### src/common/mss_pkg.sv
`default_nettype none
package mss_pkg;

  // Clock and idle time base
  localparam int CLK_HZ       = 20000000;
  localparam int IDLE_UNIT_US = 1000;
  localparam int MS_CYCLES    = CLK_HZ / 1000000 * IDLE_UNIT_US;

  // Register byte offsets
  localparam logic [7:0] OFS_CTRL     = 8'h00;
  localparam logic [7:0] OFS_STATUS   = 8'h04;
  localparam logic [7:0] OFS_MASK     = 8'h08;
  localparam logic [7:0] OFS_STATE    = 8'h0c;
  localparam logic [7:0] OFS_POS_BASE = 8'h40;
  localparam logic [7:0] OFS_IDL_BASE = 8'h80;

  // Control field positions
  localparam int CTRL_MODE_LSB = 0;
  localparam int CTRL_FALL_IGN = 2;
  localparam int CTRL_INTERVAL = 3;
  localparam int CTRL_ABSOLUTE = 4;
  localparam int CTRL_LAST_LSB = 8;
  localparam int CTRL_SRC_EN   = 12;

  // Status and mask bit positions
  localparam int ST_FAULT = 0;
  localparam int ST_DONE  = 1;
  localparam int ST_ISSUE = 2;

  // Reset values
  localparam logic [1:0]  RST_MODE   = 2'h0;
  localparam logic [3:0]  RST_LAST   = 4'h0;
  localparam logic [2:0]  RST_STATUS = 3'h0;
  localparam logic [2:0]  RST_MASK   = 3'h0;

  // Pin vector positions after synchronisation
  localparam int PIN_TRIG    = 0;
  localparam int PIN_SEL_LSB = 1;
  localparam int PIN_DIR     = 5;

  // Run modes
  localparam logic [1:0] MODE_SINGLE = 2'h0;
  localparam logic [1:0] MODE_CYCLIC = 2'h1;
  localparam logic [1:0] MODE_INPUT  = 2'h2;

  typedef enum logic [2:0] {
    S_IDLE,
    S_ISSUE,
    S_WAIT_DONE,
    S_WAIT_IDLE,
    S_WAIT_SEL
  } mss_state_type;

endpackage
`default_nettype wire

### src/hdl/mss_sequencer.sv
`timescale 1ns/1ps
`default_nettype none
module mss_sequencer
  import mss_pkg::*;
#(
  parameter int P_MS_CYCLES = MS_CYCLES,
  parameter int P_SEGS      = 16,
  parameter int P_POS_W     = 32,
  parameter int P_IDLE_W    = 16
)
(
  // Clock and reset
  input  wire logic               i_clk,
  input  wire logic               i_rst,
  // Register port
  input  wire logic [7:0]         i_addr,
  input  wire logic [31:0]        i_wdata,
  input  wire logic               i_wr,
  input  wire logic               i_rd,
  output logic      [31:0]        o_rdata,
  // Digital input lines from the controller
  input  wire logic               i_segment_run_trigger,
  input  wire logic               i_segment_select_bit0,
  input  wire logic               i_segment_select_bit1,
  input  wire logic               i_segment_select_bit2,
  input  wire logic               i_segment_select_bit3,
  input  wire logic               i_segment_direction_reverse,
  // Drive internal status
  input  wire logic               i_homing_done,
  input  wire logic               i_move_done,
  // Position command and status outputs
  output logic                    o_cmd_valid,
  output logic signed [P_POS_W-1:0] o_cmd_disp,
  output logic      [4:0]         o_seg_num,
  output logic                    o_running,
  output logic                    o_irq
);

  typedef struct packed {
    logic [5:0]                        sync1;
    logic [5:0]                        sync2;
    logic [5:0]                        sync3;
    logic [5:0]                        filt;
    logic [1:0]                        mode;
    logic                              fall_ign;
    logic                              interval;
    logic                              absolute;
    logic [3:0]                        last;
    logic                              src_en;
    logic [2:0]                        status;
    logic [2:0]                        mask;
    logic [P_SEGS-1:0][P_POS_W-1:0]    pos_tab;
    logic [P_SEGS-1:0][P_IDLE_W-1:0]   idle_tab;
    mss_state_type                     state;
    logic [3:0]                        seg;
    logic [15:0]                       pre;
    logic [P_IDLE_W-1:0]               ms_left;
    logic signed [P_POS_W-1:0]         cmd_pos;
    logic [31:0]                       rdata;
    logic                              irq;
    logic                              cmd_valid;
    logic signed [P_POS_W-1:0]         cmd_disp;
    logic                              running;
    logic [4:0]                        seg_num;
  } mss_st_type;

  mss_st_type st_reg;
  mss_st_type st_next;

  // Segment index from the four select lines; number shown is index plus one
  function automatic logic [3:0] seg_index(input logic [5:0] pins);
    seg_index = pins[PIN_SEL_LSB +: 4];
  endfunction

  // Displacement for one segment
  function automatic logic signed [P_POS_W-1:0] seg_disp(
    input logic signed [P_POS_W-1:0] val,
    input logic                      abs_mode,
    input logic signed [P_POS_W-1:0] cur,
    input logic                      rev
  );
    logic signed [P_POS_W-1:0] d;
    d = abs_mode ? val - cur : val;
    seg_disp = rev ? -d : d;
  endfunction

  logic [5:0]  pins_raw;
  logic        rise;
  logic        fall;
  logic        ms_tick;
  logic [3:0]  sel_now;
  logic        last_seg;

  // Raw pin vector
  assign pins_raw = {i_segment_direction_reverse, i_segment_select_bit3,
                     i_segment_select_bit2, i_segment_select_bit1,
                     i_segment_select_bit0, i_segment_run_trigger};

  // Next state
  always_comb
  begin
    st_next           = st_reg;
    st_next.cmd_valid = 1'b0;
    rise              = 1'b0;
    fall              = 1'b0;
    ms_tick           = 1'b0;
    sel_now           = 4'h0;
    last_seg          = 1'b0;

    // Three-stage synchroniser, level accepted once stages two and three agree
    st_next.sync1 = pins_raw;
    st_next.sync2 = st_reg.sync1;
    st_next.sync3 = st_reg.sync2;
    for (int b = 0; b < 6; b++)
    begin
      if (st_reg.sync2[b] == st_reg.sync3[b])
      begin
        st_next.filt[b] = st_reg.sync3[b];
      end
    end
    rise    = st_next.filt[PIN_TRIG] & ~st_reg.filt[PIN_TRIG];
    fall    = ~st_next.filt[PIN_TRIG] & st_reg.filt[PIN_TRIG];
    sel_now = seg_index(st_reg.filt);

    // Register writes
    if (i_wr)
    begin
      case (i_addr)
        OFS_CTRL:
        begin
          st_next.mode     = i_wdata[CTRL_MODE_LSB +: 2];
          st_next.fall_ign = i_wdata[CTRL_FALL_IGN];
          st_next.interval = i_wdata[CTRL_INTERVAL];
          st_next.absolute = i_wdata[CTRL_ABSOLUTE];
          st_next.last     = i_wdata[CTRL_LAST_LSB +: 4];
          st_next.src_en   = i_wdata[CTRL_SRC_EN];
        end
        OFS_STATUS: st_next.status = st_reg.status & ~i_wdata[2:0];
        OFS_MASK:   st_next.mask   = i_wdata[2:0];
        default:
        begin
          if (i_addr[7:6] == OFS_POS_BASE[7:6])
          begin
            st_next.pos_tab[i_addr[5:2]] = i_wdata[P_POS_W-1:0];
          end
          else if (i_addr[7:6] == OFS_IDL_BASE[7:6])
          begin
            st_next.idle_tab[i_addr[5:2]] = i_wdata[P_IDLE_W-1:0];
          end
        end
      endcase
    end

    // Millisecond prescaler for idle time
    if (st_reg.state == S_WAIT_IDLE && st_reg.ms_left != '0)
    begin
      if (st_reg.pre == 16'(P_MS_CYCLES - 1))
      begin
        st_next.pre     = 16'h0000;
        st_next.ms_left = st_reg.ms_left - 1'b1;
        ms_tick         = 1'b1;
      end
      else
      begin
        st_next.pre = st_reg.pre + 16'h0001;
      end
    end

    last_seg = (st_reg.seg == st_reg.last);

    // Sequencer
    case (st_reg.state)
      S_IDLE:
      begin
        if (rise && st_reg.src_en)
        begin
          st_next.seg   = (st_reg.mode == MODE_INPUT) ? sel_now : 4'h0;
          st_next.state = S_ISSUE;
        end
      end
      S_ISSUE:
      begin
        if (st_reg.absolute && !i_homing_done)
        begin
          st_next.status[ST_FAULT] = 1'b1;
          st_next.state            = S_IDLE;
        end
        else
        begin
          st_next.cmd_valid = 1'b1;
          st_next.cmd_disp  = seg_disp(st_reg.pos_tab[st_reg.seg], st_reg.absolute,
                                       st_reg.cmd_pos, st_reg.filt[PIN_DIR]);
          st_next.cmd_pos   = st_reg.cmd_pos + st_next.cmd_disp;
          st_next.status[ST_ISSUE] = 1'b1;
          st_next.pre       = 16'h0000;
          st_next.ms_left   = st_reg.idle_tab[st_reg.seg];
          // Interval 0 waits for completion, 1 starts idle at issue
          st_next.state     = st_reg.interval ? S_WAIT_IDLE : S_WAIT_DONE;
        end
      end
      S_WAIT_DONE:
      begin
        if (i_move_done)
        begin
          st_next.pre     = 16'h0000;
          st_next.ms_left = st_reg.idle_tab[st_reg.seg];
          st_next.state   = S_WAIT_IDLE;
        end
      end
      S_WAIT_IDLE:
      begin
        if (st_reg.ms_left == '0)
        begin
          case (st_reg.mode)
            MODE_CYCLIC:
            begin
              st_next.seg   = last_seg ? 4'h0 : st_reg.seg + 4'h1;
              st_next.state = S_ISSUE;
            end
            MODE_INPUT:
            begin
              st_next.state = S_WAIT_SEL;
            end
            default:
            begin
              if (last_seg)
              begin
                st_next.status[ST_DONE] = 1'b1;
                st_next.state           = S_IDLE;
              end
              else
              begin
                st_next.seg   = st_reg.seg + 4'h1;
                st_next.state = S_ISSUE;
              end
            end
          endcase
        end
      end
      S_WAIT_SEL:
      begin
        if (sel_now != st_reg.seg)
        begin
          st_next.seg   = sel_now;
          st_next.state = S_ISSUE;
        end
      end
      default: st_next.state = S_IDLE;
    endcase

    // Falling edge stops only when the edge setting is 0
    if (fall && !st_reg.fall_ign && st_reg.state != S_IDLE)
    begin
      st_next.state     = S_IDLE;
      st_next.cmd_valid = 1'b0;
    end
    // With the setting at 1 the fall is simply not acted on

    // Until homing is done, absolute mode holds the commanded origin at zero
    if (!i_homing_done)
    begin
      st_next.cmd_pos = st_reg.absolute ? '0 : st_next.cmd_pos;
    end

    // Sticky status bits: hardware set wins over a clear in the same cycle only for a bit not already set
    if (i_wr && i_addr == OFS_STATUS)
    begin
      st_next.status = (st_reg.status & ~i_wdata[2:0]) |
                       (st_next.status & ~st_reg.status);
    end

    st_next.running = (st_next.state != S_IDLE);
    // Segment number registered so the output comes from a flip-flop
    st_next.seg_num = {1'b0, st_next.seg} + 5'h01;
    st_next.irq     = |(st_next.status & st_next.mask);

    // Read data, valid the cycle after the strobe
    st_next.rdata = 32'h00000000;
    if (i_rd)
    begin
      case (i_addr)
        OFS_CTRL:
        begin
          st_next.rdata[CTRL_MODE_LSB +: 2] = st_reg.mode;
          st_next.rdata[CTRL_FALL_IGN]      = st_reg.fall_ign;
          st_next.rdata[CTRL_INTERVAL]      = st_reg.interval;
          st_next.rdata[CTRL_ABSOLUTE]      = st_reg.absolute;
          st_next.rdata[CTRL_LAST_LSB +: 4] = st_reg.last;
          st_next.rdata[CTRL_SRC_EN]        = st_reg.src_en;
        end
        OFS_STATUS: st_next.rdata[2:0] = st_reg.status;
        OFS_MASK:   st_next.rdata[2:0] = st_reg.mask;
        OFS_STATE:  st_next.rdata[15:0] = {st_reg.filt, i_homing_done, st_reg.running,
                                           st_reg.seg, 1'b0, st_reg.state};
        default:
        begin
          if (i_addr[7:6] == OFS_POS_BASE[7:6])
          begin
            st_next.rdata[P_POS_W-1:0] = st_reg.pos_tab[i_addr[5:2]];
          end
          else if (i_addr[7:6] == OFS_IDL_BASE[7:6])
          begin
            st_next.rdata[P_IDLE_W-1:0] = st_reg.idle_tab[i_addr[5:2]];
          end
        end
      endcase
    end

    // Synchronous reset of control state
    if (i_rst)
    begin
      st_next          = '0;
      st_next.mode     = RST_MODE;
      st_next.last     = RST_LAST;
      st_next.status   = RST_STATUS;
      st_next.mask     = RST_MASK;
      st_next.state    = S_IDLE;
      st_next.seg_num  = 5'h01;
    end
  end

  // State register
  always_ff @(posedge i_clk)
  begin
    st_reg <= st_next;
  end

  // Outputs straight from the state register
  assign o_rdata     = st_reg.rdata;
  assign o_cmd_valid = st_reg.cmd_valid;
  assign o_cmd_disp  = st_reg.cmd_disp;
  assign o_seg_num   = st_reg.seg_num;
  assign o_running   = st_reg.running;
  assign o_irq       = st_reg.irq;

endmodule
`default_nettype wire

### config.mk
export PLATFORM = sky130hd
export DESIGN_NAME = mss_sequencer
export DESIGN_NICKNAME = d
export VERILOG_FILES = /design/src/common/mss_pkg.sv /design/src/hdl/mss_sequencer.sv
export SDC_FILE = /design/constraint.sdc
export NUM_CORES = 2
export LEC_CHECK = 0
export ABC_AREA = 1
export BUFFER_PORTS_ARGS = -buffer_cell sky130_fd_sc_hd__buf_2
export CORE_MARGIN = 2
export CORE_UTILIZATION = 40
export CTS_BUF_LIST = sky130_fd_sc_hd__clkbuf_4 sky130_fd_sc_hd__clkbuf_8
export DETAILED_ROUTE_END_ITERATION = 8
export GPL_TIMING_DRIVEN = 0
export PLACE_DENSITY = 0.62
export SYNTH_ARGS = -nofsm -noshare
export SYNTH_HDL_FRONTEND = slang
export SYNTH_SLANG_ARGS = --single-unit
### constraint.sdc
create_clock -name i_clk -period 4.6 [get_ports i_clk]
set_input_delay 0.23 -clock i_clk [delete_from_list [all_inputs] [get_ports i_clk]]
set_output_delay 0.23 -clock i_clk [all_outputs]
set_load 0.02 [all_outputs]
==> impl_metrics.tcl <==
set metrics [dict create \
    drt_wl_total_microns 332000 \
    place.gp.congestion 1.06 \
    grt_start_max_net_pins 17 \
    grt_overflow_total 0 \
    drv_cap 9 \
    path_clk_slew_ns 0.06 \
    drive_above_1_share 0.150 \
    ff_latch_area_sq_mm 0.0190 \
    postSynthCellCount 7568 \
    via_count 62500 \
    worstPathArrival_ns 6.38 \
    critPathLaunch "st_reg[136]$_SDFF_PP0_" \
    multi_input_area_sq_mm 0.0282 \
    endpoint_kind "flip-flop" \
    synth_fp_nets 7696 \
    worstSkewPairLatency_ns 0.99 \
    drcViolationCount 25 \
    wl_per_cell_microns 33.8 \
    power_w 0.0193 \
    yosys.area.top_type_share 0.371 \
    clock-skew-final_ns 0.0886 \
    slew_headroom -0.162 \
    synth_flop_cell "dfxtp_1" \
    coreArea_sq_mm 0.127 \
    clock_path_buffers 3 \
    reg2reg_slack_ns -0.93 \
    worst_path_largest_cell_delay_ns 0.37 \
    areaGrowthSynthToFinish_pct 22.3 \
    io_pins 124 \
    io_buffers 122 \
    drtPass1Iterations 9 \
    syn_area_sq_mm 0.0513 \
    ys_top_cells_by_area "dfxtp_1 (37%), o21ai_0 (12%), a21oi_1 (10%)" \
    worst_slack_ns -0.931 \
    cellPowerDensity_mw_per_mm2 307 \
    rows 131 \
    rsz0062_at_grt "yes" \
    maxSlewViolCount 77 \
    holdWs_ns 0.0453 \
    clkSinkCount 951 \
    cts_root_buffer "clkbuf_8" \
    hold_viol 0 \
    r2r_end "st_reg[103]$_SDFF_PP0_" \
    vias_per_cell 6.36 \
    required_ns 5.45 \
    synth_top_area_cell "dfxtp_1" \
    grtUsageTotal 0.485 \
    ys_ff_latch 951 \
    grt_pass1_wl_microns 444000 \
    min_period_over_period 1.20 \
    yosysUniqueCellTypes 58 \
    nFillCells 13200 \
    setup_viol 27 \
    worstReg2RegStart "st_reg[136]$_SDFF_PP0_" \
    fmax_mhz 181 \
    worstHoldPathType "primary input to flip-flop" \
    ys_seq_area_frac 0.371 \
    syn_avg_cell_area_sq_um 6.77 \
    first_iter_violations 10400 \
    die_h_microns 362 \
    numCtsBuffers 175 \
    period_minus_slack_ns 5.53 \
    fin_util 0.493 \
    p_leak_nw 23.5 \
    cts_htree_levels 4 \
    holdCritStartpoint "i_segment_run_trigger" \
    slowest_stage "dfxtp_4" \
    start_kind "flip-flop" \
    ant_nets 0 \
    ys_top_cells_by_count "o21ai_0 (1206), a21oi_1 (1020), dfxtp_1 (951)" \
    hold_path_end "st_reg[945]$_SDFF_PP0_" \
    hpwl_microns 248000 \
    whs_path_depth 4 \
    synthArstFlopShare 0 \
    path_class "flip-flop to flip-flop" \
    vdd_drop_max_uv 284 \
    die_width_microns 362 \
    status "complete, but fails checks" \
    yosys_warnings 0 \
    tightest_slew_ns 1.74 \
    antenna_found_initial 20 \
    final_nets 8150 \
    cp_max_fo 6 \
    grt_pass1_vias 56000 \
    cts_tree "done" \
    rr_worst_depth 38 \
    die-area_sq_mm 0.131 \
    synthMostInstantiatedCell "o21ai_0" \
    violations "DRC, capacitance limit, slew limit, setup timing" \
    synth-edff-count 0 \
    start_util 0.403 \
]
per-layer routing:
| metal | vias to the layer above | part of all wire | track usage |
|---|---|---|---|
| li1 | 26500 | - | - |
| met1 | 29900 | 0.39 | 0.632 |
| met2 | 5101 | 0.38 | 0.647 |
| met3 | 916 | 0.18 | 0.273 |
| met4 | 18 | 0.050 | 0.198 |
| met5 | - | 0.0018 | 0.0141 |
critical path, delay by kind of cell, from the launching register on:
family          cells  cell delay, ns
compound gates      7            1.16
fa+ha+maj           2            0.56
buf+inv            10            1.14
simple gates       19            2.14
flops               1            0.37
cells by family (layout without fill, tap and decap cells):
group	Yosys count	in the layout	share of synthesized area
AOI/OAI and AO/OA	2799	2799	0.299
and+or+nand+nor	2035	2035	0.168
buffers and inverters	1636	2227	0.130
DFF	951	951	0.371
adders and majority gates	76	76	0.0188
xor gates and xnor gates	71	71	0.0121
other	0	13	0
cell type report:
class | count | area share
multi-input cells | 4981 | 0.449
flip-flops and latches | 951 | 0.304
plain buffers | 668 | 0.0599
inverters | 968 | 0.0586
clock buffers | 271 | 0.0547
well taps | 1662 | 0.0332
repair buffers | 276 | 0.0328
clock inverters | 43 | 0.00774
diodes | 13 | 0.000519
repair inverters | 1 | 0.000140
how the worst max path moves through the flow:
stage | slack, ns | cells after the start | endpoint
2_1_floorplan | -0.01 | 37 | st_reg[98]$_SDFF_PP0_
3_3_place_gp | -2.37 | 34 | st_reg[103]$_SDFF_PP0_
3_5_place_dp | -2.33 | 30 | st_reg[95]$_SDFF_PP0_
4_1_cts | -0.77 | 37 | st_reg[103]$_SDFF_PP0_
5_1_grt | -1.14 | 39 | st_reg[103]$_SDFF_PP0_
6_report | -0.93 | 38 | st_reg[103]$_SDFF_PP0_
repair_timing:
item,in CTS,in global routing
buffers inserted,62,38
hold buffers,47,0
pin swaps,107,138
resized for setup,603,240
hold endpoints to repair,215,0
setup endpoints to repair,72,27
cloned,3,3
report_power, final:
part | internal, W | switching (W) | total (W)
combinational | 0.000308 | 0.00127 | 0.00158
sequential | 0.00829 | 0.0000313 | 0.00832
clock | 0.00504 | 0.00431 | 0.00935
total | 0.0136 | 0.00561 | 0.0193
cell usage in the layout (no fill, tap or decap), types with 18 or more instances in the layout:
cell type      count
o221ai_1          86
nand3_1          462
a21oi_1          977
a41oi_1           20
a21oi_2           31
clkbuf_8         229
buf_12            27
xnor2_1           18
buf_2            144
nor2_1           427
nand2_1          789
clkbuf_4          56
nor2_2            19
ha_4              44
clkbuf_1         407
nand3_4           32
o21ai_1           69
o22ai_1          167
xor2_1            37
buf_4            179
a22oi_1           83
a22o_1            21
nand3_2           51
buf_1             58
clkinv_2          22
nand4_1           41
nand2_4           21
inv_1            915
dfxtp_1          948
nor3_1            25
nand2_2          106
inv_2             36
buf_8             18
o21ai_0         1151
dlygate4sd3_1     47
o211ai_1          85
buf_6             28
ha_1              25
per-stage QoR:
step / area, sq um / TNS [ns] / cells / setup WS, ns
finish: 62700 / -15.04 / 9834 / -0.931
global route: 62700 / -19.81 / 9823 / -1.14
CTS: 61400 / -10.97 / 9779 / -0.770
detailed placement: 54000 / -59.46 / 9353 / -2.33
global placement: 54000 / -59.81 / 9352 / -2.37
floorplan: 51300 / -0.0112 / 7568 / -0.0112
No activity file was read; power rests on OpenSTA's default activity.
